### src/upc_pkg.sv
package upc_pkg;
   localparam int unsigned upc_addr_w = 8;
   localparam logic [7:0] upc_off_phy_control = 8'h40;
   localparam logic [7:0] upc_off_irq_status = 8'h44;
   localparam logic [7:0] upc_off_irq_enable = 8'h48;
   localparam logic [7:0] upc_off_irq_clear = 8'h4c;
   localparam logic [7:0] upc_off_line_status = 8'h50;
   localparam int unsigned upc_pos_pd_dis = 18;
   localparam int unsigned upc_pos_rst_resume = 13;
   localparam int unsigned upc_pos_k_resume = 12;
   localparam int unsigned upc_pos_filt_lo = 8;
   localparam int unsigned upc_pos_susp_hw = 7;
   localparam int unsigned upc_pos_cfg_lo = 4;
   localparam logic [31:0] upc_ctrl_rw_mask = 32'h0004_3ff0;
   localparam logic [31:0] upc_ctrl_reset = 32'h0000_0000;
   localparam logic [3:0] upc_filt_reset = 4'h0;
   localparam logic [2:0] upc_cfg_reset = 3'h0;
   localparam logic [2:0] upc_irq_reset = 3'h0;
   localparam int unsigned upc_irq_w = 3;
   localparam logic [1:0] upc_resp_okay = 2'h0;
   localparam logic [1:0] upc_resp_slverr = 2'h2;
   typedef enum logic [1:0] {upc_ls_se0, upc_ls_j, upc_ls_k, upc_ls_se1} upc_ls_e;
endpackage : upc_pkg

### src/upc_filt_if.sv
`timescale 1ns/1ps
interface upc_filt_if;
   logic [3:0] log2_len;
   logic [1:0] raw;
   logic [1:0] filt;
   logic change;
   modport ctrl (output log2_len, output raw, input filt, input change);
   modport filt_end (input log2_len, input raw, output filt, output change);
endinterface : upc_filt_if

### src/upc_phy_control.sv
`timescale 1ns/1ps
// Function
// - writing 1 to bit 18 switches off the pulldowns of both wide ports, reset 0.
// - an automatic resume by SE0 sets the reset-resume flag, held until written 0.
// - an automatic resume by K sets the K-resume flag, held until written 0.
// - a line-state change passes only after 2**field[11:8] stable clock cycles.
// - bit 7 set lets hardware resume from suspend, clear leaves software to poll line state.
// - bits 6:4 drive the three transceiver configuration pins, reset 0.
module upc_phy_control (
   // clock and reset
   input wire logic aclk,
   input wire logic aresetn,
   // axi4-lite write
   input wire logic [upc_pkg::upc_addr_w-1:0] s_axi_awaddr,
   input wire logic s_axi_awvalid,
   output logic s_axi_awready,
   input wire logic [31:0] s_axi_wdata,
   input wire logic [3:0] s_axi_wstrb,
   input wire logic s_axi_wvalid,
   output logic s_axi_wready,
   output logic [1:0] s_axi_bresp,
   output logic s_axi_bvalid,
   input wire logic s_axi_bready,
   // axi4-lite read
   input wire logic [upc_pkg::upc_addr_w-1:0] s_axi_araddr,
   input wire logic s_axi_arvalid,
   output logic s_axi_arready,
   output logic [31:0] s_axi_rdata,
   output logic [1:0] s_axi_rresp,
   output logic s_axi_rvalid,
   input wire logic s_axi_rready,
   // transceiver
   input wire logic [1:0] line_state,
   input wire logic suspended,
   output logic [2:0] transceiver_config_pins,
   output logic wide_port_a_pd_dis,
   output logic wide_port_b_pd_dis,
   output logic hw_resume,
   // interrupt
   output logic irq
);
   import upc_pkg::*;
   upc_filt_if fi ();
   logic [31:0] ctrl, next_ctrl;
   logic [2:0] irq_st, next_irq_st;
   logic [2:0] irq_en, next_irq_en;
   logic [1:0] ls_s1, ls_s2, ls_s3;
   logic susp_s1, susp_s2, susp_s3, susp_q, next_susp_q;
   logic aw_held, next_aw_held, w_held, next_w_held;
   logic [upc_addr_w-1:0] aw_addr, next_aw_addr;
   logic [31:0] w_data, next_w_data;
   logic [3:0] w_strb, next_w_strb;
   logic bvalid, next_bvalid, rvalid, next_rvalid;
   logic [1:0] bresp, next_bresp, rresp, next_rresp;
   logic [31:0] rdata, next_rdata;
   logic do_wr, res_se0, res_k;
   logic [31:0] wmask;

   function automatic logic known(input logic [upc_addr_w-1:0] a);
      return a == upc_off_phy_control || a == upc_off_irq_status
         || a == upc_off_irq_enable || a == upc_off_irq_clear || a == upc_off_line_status;
   endfunction : known

   function automatic logic [31:0] strb_mask(input logic [3:0] s);
      return {{8{s[3]}}, {8{s[2]}}, {8{s[1]}}, {8{s[0]}}};
   endfunction : strb_mask

   // three-stage pin synchronisers
   always_ff @(posedge aclk) begin
      if (!aresetn) begin
         ls_s1 <= 2'h0;
         ls_s2 <= 2'h0;
         ls_s3 <= 2'h0;
         susp_s1 <= 1'b0;
         susp_s2 <= 1'b0;
         susp_s3 <= 1'b0;
      end else begin
         ls_s1 <= line_state;
         ls_s2 <= ls_s1;
         ls_s3 <= ls_s2;
         susp_s1 <= suspended;
         susp_s2 <= susp_s1;
         susp_s3 <= susp_s2;
      end
   end

   assign fi.log2_len = ctrl[upc_pos_filt_lo +: 4];
   assign fi.raw = (ls_s2 == ls_s3) ? ls_s3 : fi.filt;
   upc_line_filter u_filt (
      .aclk(aclk),
      .aresetn(aresetn),
      .f(fi.filt_end)
   );

   assign res_se0 = ctrl[upc_pos_susp_hw] && susp_q && fi.change
      && fi.filt == 2'(upc_ls_se0);
   assign res_k = ctrl[upc_pos_susp_hw] && susp_q && fi.change
      && fi.filt == 2'(upc_ls_k);
   assign hw_resume = res_se0 || res_k;

   assign do_wr = aw_held && w_held && !bvalid;
   assign wmask = strb_mask(w_strb);

   always_comb begin
      next_aw_held = aw_held;
      next_w_held = w_held;
      next_aw_addr = aw_addr;
      next_w_data = w_data;
      next_w_strb = w_strb;
      next_bvalid = bvalid;
      next_bresp = bresp;
      next_rvalid = rvalid;
      next_rresp = rresp;
      next_rdata = rdata;
      next_ctrl = ctrl;
      next_irq_en = irq_en;
      next_irq_st = irq_st;
      next_susp_q = ctrl[upc_pos_susp_hw] ? (susp_s3 && !hw_resume) : 1'b0;
      if (s_axi_awvalid && s_axi_awready) begin
         next_aw_held = 1'b1;
         next_aw_addr = s_axi_awaddr;
      end
      if (s_axi_wvalid && s_axi_wready) begin
         next_w_held = 1'b1;
         next_w_data = s_axi_wdata;
         next_w_strb = s_axi_wstrb;
      end
      if (do_wr) begin
         next_aw_held = 1'b0;
         next_w_held = 1'b0;
         next_bvalid = 1'b1;
         next_bresp = known(aw_addr) ? upc_resp_okay : upc_resp_slverr;
         unique case (aw_addr)
            upc_off_phy_control: begin
               next_ctrl = (ctrl & ~(wmask & upc_ctrl_rw_mask))
                  | (w_data & wmask & upc_ctrl_rw_mask);
            end
            upc_off_irq_enable: begin
               next_irq_en = (irq_en & ~wmask[2:0]) | (w_data[2:0] & wmask[2:0]);
            end
            upc_off_irq_clear: begin
               next_irq_st = irq_st & ~(w_data[2:0] & wmask[2:0]);
            end
            default: begin
            end
         endcase
      end
      if (bvalid && s_axi_bready) begin
         next_bvalid = 1'b0;
      end
      if (res_se0) begin
         next_ctrl[upc_pos_rst_resume] = 1'b1;
      end
      if (res_k) begin
         next_ctrl[upc_pos_k_resume] = 1'b1;
      end
      next_irq_st = next_irq_st | {fi.change, res_k, res_se0};
      if (s_axi_arvalid && s_axi_arready) begin
         next_rvalid = 1'b1;
         next_rresp = known(s_axi_araddr) ? upc_resp_okay : upc_resp_slverr;
         unique case (s_axi_araddr)
            upc_off_phy_control: next_rdata = ctrl & upc_ctrl_rw_mask;
            upc_off_irq_status: next_rdata = {29'h0, irq_st};
            upc_off_irq_enable: next_rdata = {29'h0, irq_en};
            upc_off_line_status: next_rdata = {29'h0, susp_q, fi.filt};
            default: next_rdata = 32'h0000_0000;
         endcase
      end else if (rvalid && s_axi_rready) begin
         next_rvalid = 1'b0;
      end
   end

   always_ff @(posedge aclk) begin
      if (!aresetn) begin
         ctrl <= upc_ctrl_reset;
         irq_st <= upc_irq_reset;
         irq_en <= upc_irq_reset;
         susp_q <= 1'b0;
         aw_held <= 1'b0;
         w_held <= 1'b0;
         aw_addr <= '0;
         w_data <= 32'h0000_0000;
         w_strb <= 4'h0;
         bvalid <= 1'b0;
         bresp <= upc_resp_okay;
         rvalid <= 1'b0;
         rresp <= upc_resp_okay;
         rdata <= 32'h0000_0000;
      end else begin
         ctrl <= next_ctrl;
         irq_st <= next_irq_st;
         irq_en <= next_irq_en;
         susp_q <= next_susp_q;
         aw_held <= next_aw_held;
         w_held <= next_w_held;
         aw_addr <= next_aw_addr;
         w_data <= next_w_data;
         w_strb <= next_w_strb;
         bvalid <= next_bvalid;
         bresp <= next_bresp;
         rvalid <= next_rvalid;
         rresp <= next_rresp;
         rdata <= next_rdata;
      end
   end

   assign s_axi_awready = !aw_held;
   assign s_axi_wready = !w_held;
   assign s_axi_bvalid = bvalid;
   assign s_axi_bresp = bresp;
   assign s_axi_arready = !rvalid;
   assign s_axi_rvalid = rvalid;
   assign s_axi_rresp = rresp;
   assign s_axi_rdata = rdata;
   assign transceiver_config_pins = ctrl[upc_pos_cfg_lo +: 3];
   assign wide_port_a_pd_dis = ctrl[upc_pos_pd_dis];
   assign wide_port_b_pd_dis = ctrl[upc_pos_pd_dis];
   assign irq = |(irq_st & irq_en);
endmodule : upc_phy_control

### src/upc_line_filter.sv
`timescale 1ns/1ps
module upc_line_filter (
   // clock and reset
   input wire logic aclk,
   input wire logic aresetn,
   // filter side
   upc_filt_if.filt_end f
);
   import upc_pkg::*;
   logic [15:0] cnt;
   logic [15:0] next_cnt;
   logic [1:0] filt;
   logic [1:0] next_filt;
   logic change;
   logic next_change;
   logic [15:0] need;
   always_comb begin
      need = 16'h0001 << f.log2_len;
      next_cnt = 16'h0000;
      next_filt = filt;
      next_change = 1'b0;
      if (f.raw != filt) begin
         next_cnt = cnt + 16'h0001;
         if ((cnt + 16'h0001) >= need) begin
            next_filt = f.raw;
            next_change = 1'b1;
            next_cnt = 16'h0000;
         end
      end
   end
   always_ff @(posedge aclk) begin
      if (!aresetn) begin
         cnt <= 16'h0000;
         filt <= 2'(upc_ls_se0);
         change <= 1'b0;
      end else begin
         cnt <= next_cnt;
         filt <= next_filt;
         change <= next_change;
      end
   end
   assign f.filt = filt;
   assign f.change = change;
endmodule : upc_line_filter

### config.mk
export PLATFORM = sky130hd
export DESIGN_NAME = upc_phy_control
export DESIGN_NICKNAME = d
export VERILOG_FILES = /design/src/upc_pkg.sv /design/src/upc_filt_if.sv /design/src/upc_phy_control.sv /design/src/upc_line_filter.sv
export SDC_FILE = /design/constraint.sdc
export NUM_CORES = 1
export LEC_CHECK = 0
export BUFFER_PORTS_ARGS = -buffer_cell sky130_fd_sc_hd__buf_2
export CORE_ASPECT_RATIO = 2
export CORE_MARGIN = 2
export CORE_UTILIZATION = 42
export CTS_BUF_LIST = sky130_fd_sc_hd__clkbuf_16
export CTS_CLUSTER_DIAMETER = 60
export DETAILED_ROUTE_END_ITERATION = 12
export HOLD_SLACK_MARGIN = 0.06
export PLACE_DENSITY = 0.69
export SLEW_MARGIN = 10
export SYNTH_ARGS = -nofsm -noshare
export SYNTH_HDL_FRONTEND = slang
export SYNTH_HIERARCHICAL = 1
export SYNTH_SLANG_ARGS = --single-unit
### constraint.sdc
create_clock -name aclk -period 4 [get_ports aclk]
set_input_delay 0.2 -clock aclk [delete_from_list [all_inputs] [get_ports aclk]]
set_output_delay 0.2 -clock aclk [all_outputs]
set_load 0.1 [all_outputs]
==> impl_results.md, run 1 <==
* Vias at around 3400
* Layout area overhead at 16.1%
* Clock power frac at 43.4%
* Layout fillers at about 990
* Hold Path Class: input port to register
* Ys flop type: dfxtp_1
* Post-Syn Area at 4270 µm²
* Gate power share at a little over a tenth
* Worst hold start: s_axi_awvalid
* Maximum clock rate at 0.301 GHz
* Cells on Worst Hold Path at 3
* DP Area at ~4600 µm²
* Die X at 75.3 µm
* Seq cells post-synth at 91
* Gp weighted congestion at about 0.87
* Async SR Flop Fraction at 0%
* Setup CP Type: register to register
* Final HPWL DP at 7310 µm
* Clock latency on the worst-skew pair at ~0.35 ns
* Antenna Diode Count at 0
* Clock Tree Root: clkbuf_16
* Worst r2r src: u_filt/cnt[0]
* RSZ-0062 raised after global routing: false
* WP data arrival at 3.62 ns
* First-pass GRT wire length at 15500 µm
* Sw power at 0.549 mW
* Top-area cell type share of the netlist area at 42.7%
* Clock sinks at 91
* Worst Setup SP: u_filt/cnt[0]
* # DRC at 0
* Port-buffer cells at 70
* H-tree levels at 3
* Post-CTS Setup Inserts at 0
* Core area at about 10000 µm²
* 1st-pass router iterations at 4
* MaxCap Viol Count at 0
* Synth top cells by count: dfxtp_1 (91), nand2_1 (62), nor2_1 (46)
* Total congestion overflow at 0
* Wirelength per Cell at around 14 µm
* Die span in y at around 150 µm
* R2R depth at 9
* Final Slew Violations at 0
* Fin Clk Skew at between 0.009 and 0.01 ns
* Slew Limit Headroom at between 40% and 50%
* Run status: complete, no violations
* Synthesized area per cell at roughly 9 µm²
* Most frequent cell after synthesis: dfxtp_1
* Yosys top cell by area: dfxtp_1
* Critical Path RT at approximately 4.3 ns
* Layout cells sized above 1 at approximately 20%
* Fin nets at between 600 and 700
* Iter 0 DRT Violations at between 100 and 150
* Clock buffer count from CTS at 9
* Antenna viol nets, final at 0
* Final setup vio count at 0
* Dpl ws at 0.733 ns
* Switch share at 26.5%
* Die area at around 11000 µm²
* CP Capture Type: register
* All-Layer GR Usage at between 15 and 20%
* Final hold vios at 0
* Final Hold Slack at 0.0796 ns
* Multi-input logic area at approximately 2200 µm²
* Worst-Margin Slew at around 0.88 ns
* Final worst-path cycle share at 83.2%
* Post-synthesis cell count at about 470
* Pint at 1.52 mW
* Pwr Density at roughly 420 nW/µm²
* CTS tree: yes
* Crit start category: register
* Largest net degree at the start of global routing at 47
* Number of global-route vias before repair at around 3400
* Clock slew at reported path FFs at 0.06 ns
* Effective utilization at floorplan at a little over two fifths
* Design area at a little under 5000 µm²
* Max IR drop VDD at about 0.00029 V
* Area contributors post-synth: dfxtp_1 (43%), mux2i_1 (5.6%), nand2_1 (5.5%)
* Sequential area share after synthesis at around 43%
* Post-synth EDFFs at 0
* Std cell rows at between 50 and 60
* Total wire length at about 9600 µm
* Minimum clock period at roughly 3.3 ns
* Initial antenna violation count at 0
* Post-route setup slack at 0.673 ns
* Yosys warning count at 6
* Number of distinct library cells after synthesis at between 50 and 60
* I/O pin cnt at 110
* Sequential power share at 45.7%
* Crit-path max FO at 16
* Setup_tns at 0 ns
* Worst-case clock buffer depth at 2
* Leakage power at around 2.1 nW
* Routed vias/inst at 5.09
* Storage cell area at ~1800 µm²
==> repair_timing <==
action / CTS / global route
gates resized for setup: 0 / 0
endpoints found under the hold margin: 3 / 0
hold buffers: 3 / 0
==> metal layers <==
metal  vias up  track usage [%]  routed length [µm]
met4         0             9.30                 305
li1       1730                -                   -
met3        24             4.14                 430
met1      1613             18.8                3560
met2        82             32.6                5250
met5         -                0                   0
==> power groups by stage <==
stage	clock (mW)	sequential, mW	combinational [mW]
finish	0.899	0.947	0.225
global route	0.956	0.950	0.241
CTS	0.914	0.947	0.226
detailed placement	0	0.968	0.224
global placement	0	0.967	0.221
floorplan	0	0.981	0.180
==> worst max-delay path: stages (launching register included) <==
cell	delay (ns)
dfxtp_1	0.41
nand4_1	0.16
nor3_1	0.55
xor2_1	0.26
ha_1	0.30
and3_4	0.19
a221oi_2	0.30
o22ai_1	0.16
or4_4	0.70
and2b_1	0.25
==> layout make-up <==
cell class / instances / share of cell area [%]
Multi-Input combinational cell: 351 / 44.7
Clock inverter: 7 / 1.87
Sequential cell: 91 / 36.8
Inverter: 10 / 0.758
Tap cell: 135 / 3.41
Clock buffer: 9 / 4.55
Timing Repair Buffer: 75 / 7.98
==> stage by stage <==
step	utilization [%]	power, mW	std cells
after floorplan	-	1.16	491
after global placement	45.9	1.19	659
after detailed placement	45.9	1.19	659
after CTS	49.4	2.09	678
after global routing	49.4	2.15	678
final	49.4	2.07	678
==> layout by cell type, fill, tap and decap left out, drive strengths merged, types with 9 or more instances in the layout <==
cell / Yosys / routed
nand3: 13 / 13
nor2b: 17 / 17
conb: 1 / 20
mux2i: 24 / 24
a22oi: 14 / 14
dfxtp: 91 / 91
ha: 17 / 17
xnor2: 11 / 11
a21oi: 30 / 30
nand2: 62 / 62
clkbuf: 12 / 9
buf: 27 / 72
inv: 10 / 10
nor2: 46 / 46
==> kinds of logic after synthesis <==
logic type / count (synthesis) / share of synthesized area [%]
AND/OR/NAND/NOR: 206 / 26.0
flip-flops: 91 / 42.7
AO/OA/AOI/OAI: 65 / 9.47
buffers and inverters: 49 / 7.21
multiplexers: 24 / 5.63
adder cells (fa/ha/maj): 18 / 5.22
XOR/XNOR: 18 / 3.69
other: 1 / 0.0879
==> worst paths after layout <==
kind                                        to  slack (ns)
worst min-delay path                   aw_held        0.08
worst max register to register  u_filt/cnt[12]        0.67
worst max-delay path            u_filt/cnt[12]        0.67
worst min register to register         susp_s3        0.43
Note: power is estimated with default switching activity, not from simulation.
==> run 2, diff against run 1 <==
Clock period 4 ns to 3.1 ns, I/O delays scaled along.
==> impl_results.md, run 2 (synthesis results as in run 1) <==
* Clock Tree Root: clkbuf_16 (unchanged)
* WP data arrival at 3.25 ns (was 3.62 ns)
* Run status: complete, no violations (unchanged)
* Maximum clock rate at 0.338 GHz (was 0.301 GHz)
* Layout area overhead at 24.9% (was 16.1%)
* Total Power at 2.72 mW (was 2.07 mW)
* Final worst-path cycle share at 95.5% (was 83.2%)
* CTS tree: yes (unchanged)
* Total congestion overflow at 0 (unchanged)
* Critical Path RT at 3.39 ns (was 4.29 ns)
* Port-buffer cells at 70 (unchanged)
* All-Layer GR Usage at 18.9% (was 18.3%)
* Iter 0 DRT Violations at 169 (was 125)
* Post-CTS Setup Inserts at 0 (unchanged)
* Fin Clk Skew at 0.00654 ns (was 0.00908 ns)
* Post-route setup slack at 0.139 ns (was 0.673 ns)
* Crit start category: register (unchanged)
* Antenna Diode Count at 0 (unchanged)
* H-tree levels at 3 (unchanged)
* Wirelength per Cell at 14.1 µm (about the same)
* Dpl ws at 0.0714 ns (was 0.733 ns)
* Worst-Margin Slew at 0.905 ns (was 0.883 ns)
* CP Capture Type: register (unchanged)
* 1st-pass router iterations at 4 (unchanged)
* Die area at 11000 µm² (unchanged)
* Vias at 3585 (was 3449)
* Slew Limit Headroom at 39.6% (was 41.0%)
* Clock slew at reported path FFs at 0.07 ns (was 0.06 ns)
* Total wire length at 10000 µm (was 9550 µm)
* Crit-path max FO at 8 (was 16)
* Clock buffer count from CTS at 9 (unchanged)
* MaxCap Viol Count at 0 (unchanged)
* # DRC at 0 (unchanged)
* Die X at 75.3 µm (unchanged)
* Clock latency on the worst-skew pair at 0.34 ns (was 0.35 ns)
* Setup CP Type: register to register (unchanged)
* Most common cell after layout, fill and taps aside: dfxtp_1 (unchanged)
* First-pass GRT wire length at 16000 µm (was 15500 µm)
* Hold Path Class: input port to register (unchanged)
* Worst-case clock buffer depth at 2 (unchanged)
* Final Slew Violations at 0 (unchanged)
* Final hold vios at 0 (unchanged)
* Setup_tns at 0 ns (unchanged)
* Routed vias/inst at 5.03 (was 5.09)
* Layout cells sized above 1 at 22.0% (was 19.7%)
* Antenna viol nets, final at 0 (unchanged)
* Layout fillers at 939 (was 992)
* Number of global-route vias before repair at 3413 (was 3368)
* Final HPWL DP at 7430 µm (was 7310 µm)
* Gp weighted congestion at 0.865 (unchanged)
* Fin nets at 652 (was 617)
* Leakage power at 2.28 nW (was 2.11 nW)
* Max IR drop VDD at 0.000404 V (was 0.000287 V)
* Pwr Density at 510 nW/µm² (was 418 nW/µm²)
* Die span in y at 147 µm (unchanged)
* Core area at 10000 µm² (unchanged)
* Design area at 5330 µm² (was 4950 µm²)
* Commonest non-fill, non-tap cells in the layout: dfxtp_1 (89), buf_2 (70), nand2_1 (62) (was dfxtp_1 (91), buf_2 (70), nand2_1 (62))
* DP Area at 4690 µm² (was 4600 µm²)
* Std cell rows at 52 (unchanged)
* Effective utilization at floorplan at 42.6% (unchanged)
* Initial antenna violation count at 0 (unchanged)
* Minimum clock period at 2.96 ns (was 3.33 ns)
* RSZ-0062 raised after global routing: false (unchanged)
* Largest net degree at the start of global routing at 49 (was 47)
* Clock sinks at 91 (unchanged)
* I/O pin cnt at 110 (unchanged)
* Final setup vio count at 0 (unchanged)
## run 2: path summary, 6_finish.rpt
path,start,to,slack (ns),cells after the start
setup / recovery,u_filt/cnt[1],u_filt/cnt[4],0.14,11
hold reg to reg,ls_s1[1],ls_s2[1],0.43,1
setup reg to reg,u_filt/cnt[1],u_filt/cnt[4],0.14,11
hold / removal,s_axi_wdata[8],w_data[8],0.07,3
## run 2: where the power goes
part / internal (mW) / switching (mW)
logic: 0.0824 / 0.234
clock network: 0.712 / 0.470
registers: 1.20 / 0.0226
total: 1.99 / 0.726
## run 2: layer usage
metal / GRT usage, % / vias to the layer above / part of all wire (%)
met5: 0 / - / 0
met4: 8.33 / 0 / 2.5
met3: 3.66 / 16 / 3.9
met2: 34.9 / 91 / 56
met1: 19.4 / 1688 / 37
li1: - / 1790 / -
## run 2: layout make-up
type	count	area (µm²)	share of cell area [%]
Tap cell	135	169	3.17
Timing Repair Buffer	110	718	13.5
Inverter	10	37.5	0.704
Clock buffer	9	225	4.23
Clock inverter	7	98.8	1.85
Multi-Input combinational cell	351	2260	42.3
Sequential cell	91	1820	34.2
## run 2: worst max-delay path: stages (launching register included)
cell	delay (ns)
dfxtp_1	0.37
ha_1	0.20
and3_4	0.21
nand3_1	0.09
xnor2_1	0.25
ha_1	0.30
and3_4	0.16
a221oi_2	0.27
o22ai_1	0.14
or4_4	0.62
buf_4	0.19
nor2b_2	0.10
## run 2: repair_timing
item,CTS,global route
gates resized for setup,0,9
endpoints found under the setup margin,0,17
hold endpoints to repair,27,0
hold buffers,27,0
## run 2: through the flow
| stage | hold slack [ns] | cells | util (%) |
|---|---|---|---|
| 2_1_floorplan | 0.271 | 491 | - |
| 4_1_cts | 0.0604 | 713 | 52.7 |
| 6_report | 0.0655 | 713 | 53.2 |
| 5_1_grt | 0.0623 | 713 | 53.2 |
| 3_3_place_gp | 0.361 | 670 | 46.8 |
| 3_5_place_dp | 0.367 | 670 | 46.8 |
==> run 3, diff against run 2 <==
Settings changed: CORE_ASPECT_RATIO 2 to default.
==> impl_results.md, run 3 (synthesis results as in run 1) <==
* Run status: complete, no violations (unchanged)
* Final hold vios at 0 (unchanged)
* H-tree levels at 3 (unchanged)
* Most common cell after layout, fill and taps aside: dfxtp_1 (unchanged)
* Die span in y at 105 µm (was 147 µm)
* Final setup vio count at 0 (unchanged)
* Antenna viol nets, final at 0 (unchanged)
* Total congestion overflow at 0 (unchanged)
* Fin nets at 643 (was 652)
* Minimum clock period at 2.95 ns (was 2.96 ns)
* Critical Path RT at 3.38 ns (was 3.39 ns)
* I/O pin cnt at 110 (unchanged)
* Pwr Density at 530 nW/µm² (was 510 nW/µm²)
* MaxCap Viol Count at 0 (unchanged)
* Slew Limit Headroom at 28.3% (was 39.6%)
* Fin Clk Skew at 0.00406 ns (was 0.00654 ns)
* Worst-case clock buffer depth at 2 (unchanged)
* Final Util at 53.6% (was 53.2%)
* Routed vias/inst at 5.00 (was 5.03)
* Crit-path max FO at 8 (unchanged)
* CTS tree: yes (unchanged)
* Initial antenna violation count at 0 (unchanged)
* # DRC at 0 (unchanged)
* Number of global-route vias before repair at 3321 (was 3413)
* Vias at 3507 (was 3585)
* Port-buffer cells at 70 (unchanged)
* Layout fillers at 917 (was 939)
* Total wire length at 9450 µm (was 10000 µm)
* Cells on Worst Hold Path at 3 (unchanged)
* Clock latency on the worst-skew pair at 0.34 ns (about the same)
* Setup CP Type: register to register (unchanged)
* Multi-input logic area at 2240 µm² (was 2260 µm²)
* All-Layer GR Usage at 17.1% (was 18.9%)
* Std cell rows at 36 (was 52)
* Max IR drop VDD at 0.000284 V (was 0.000404 V)
* Final worst-path cycle share at 95.0% (was 95.5%)
* First-pass GRT wire length at 15300 µm (was 16000 µm)
* Final HPWL DP at 6870 µm (was 7430 µm)
* Wirelength per Cell at 13.5 µm (was 14.1 µm)
* Iter 0 DRT Violations at 133 (was 169)
* Final Slew Violations at 0 (unchanged)
* Effective utilization at floorplan at 43.5% (was 42.6%)
* Crit start category: register (unchanged)
* Hold worst-path end: aw_addr[3] (was w_data[8])
* Core area at 9820 µm² (was 10000 µm²)
* Antenna Diode Count at 0 (unchanged)
* 1st-pass router iterations at 4 (unchanged)
* Die area at 11000 µm² (about the same)
* CP Capture Type: register (unchanged)
* Clock slew at reported path FFs at 0.06 ns (was 0.07 ns)
* Leakage power at 2.27 nW (was 2.28 nW)
* Worst Setup SP: u_filt/cnt[0] (was u_filt/cnt[1])
* WP data arrival at 3.23 ns (was 3.25 ns)
* Final Hold Slack at 0.0655 ns (about the same)
* R2R depth at 12 (was 11)
* Layout area overhead at 23.4% (was 24.9%)
* Worst r2r src: u_filt/cnt[0] (was u_filt/cnt[1])
* Finished Layout Cells at 702 (was 713)
* Hold Path Class: input port to register (unchanged)
* Worst R2R Setup Slack at 0.15 ns (was 0.14 ns)
* Clock sinks at 91 (unchanged)
* Commonest non-fill, non-tap cells in the layout: dfxtp_1 (90), buf_2 (70), nand2_1 (62) (was dfxtp_1 (89), buf_2 (70), nand2_1 (62))
* Placed cell count at 661 (was 670)
* Maximum clock rate at 0.339 GHz (was 0.338 GHz)
* Clock Tree Root: clkbuf_16 (unchanged)
* Layout cells sized above 1 at 20.9% (was 22.0%)
* Die X at 105 µm (was 75.3 µm)
* Crit Reg-Reg Endpoint: u_filt/cnt[2] (was u_filt/cnt[4])
* Largest net degree at the start of global routing at 37 (was 49)
* Worst-Margin Slew at 1.07 ns (was 0.905 ns)
* Gp weighted congestion at 0.817 (was 0.865)
* Clock buffer count from CTS at 9 (unchanged)
* Worst hold start: s_axi_awaddr[3] (was s_axi_wdata[8])
* Storage cell area at 1820 µm² (about the same)
==> run 3: how the worst max path moves through the flow <==
stage                      to  slack, ns  cells past startpoint
3_3_place_gp   u_filt/cnt[10]       0.17                     10
6_report        u_filt/cnt[2]       0.15                     12
4_1_cts        u_filt/cnt[12]       0.03                     11
2_1_floorplan  u_filt/cnt[14]       0.36                     10
3_5_place_dp   u_filt/cnt[12]       0.05                     11
5_1_grt         u_filt/cnt[4]      -0.04                      8
==> run 3: layout make-up <==
type,instances,share of cell area (%)
tap,133,3.16
inverter,10,0.713
sequential,91,34.6
clock buffer,9,4.28
timing repair buffer,101,12.4
multi-input combinational,351,42.6
clock inverter,7,2.33
==> run 3: timing repair <==
item | CTS | global route
setup buffers | 0 | 3
hold endpoints to repair | 22 | 0
gates resized for setup | 0 | 7
hold buffers | 22 | 0
setup endpoints to repair | 0 | 18
==> run 3: metal layers <==
metal | vias to the layer above | share of wire [%] | global-route usage [%]
met5 | - | 0 | 0
met4 | 0 | 2.2 | 6.57
met3 | 17 | 4.3 | 4.05
met2 | 78 | 46 | 28.1
met1 | 1628 | 48 | 21.6
li1 | 1784 | - | -
==> run 3: per-stage QoR <==
step | area [µm²] | setup TNS (ns) | setup slack [ns] | power (mW)
3_5_place_dp | 4640 | 0 | 0.0538 | 1.53
2_1_floorplan | 4340 | 0 | 0.360 | 1.50
6_report | 5270 | 0 | 0.154 | 2.79
5_1_grt | 5270 | -0.215 | -0.0367 | 2.88
4_1_cts | 5200 | 0 | 0.0330 | 2.81
3_3_place_gp | 4640 | 0 | 0.174 | 1.53
==> run 3: where the power goes <==
| part | internal (mW) | switching [mW] |
|---|---|---|
| combinational | 0.0771 | 0.229 |
| sequential | 1.20 | 0.0231 |
| clock | 0.796 | 0.469 |
==> run 3: worst max-delay path: stages, from the launching register on <==
cell	delay (ns)
dfxtp_2	0.36
ha_1	0.18
and3_1	0.23
and4_2	0.30
nand3_1	0.14
xnor2_2	0.17
ha_1	0.30
nand4_1	0.14
or3_1	0.14
nor3_2	0.04
or4_4	0.61
buf_12	0.17
nor2b_2	0.09
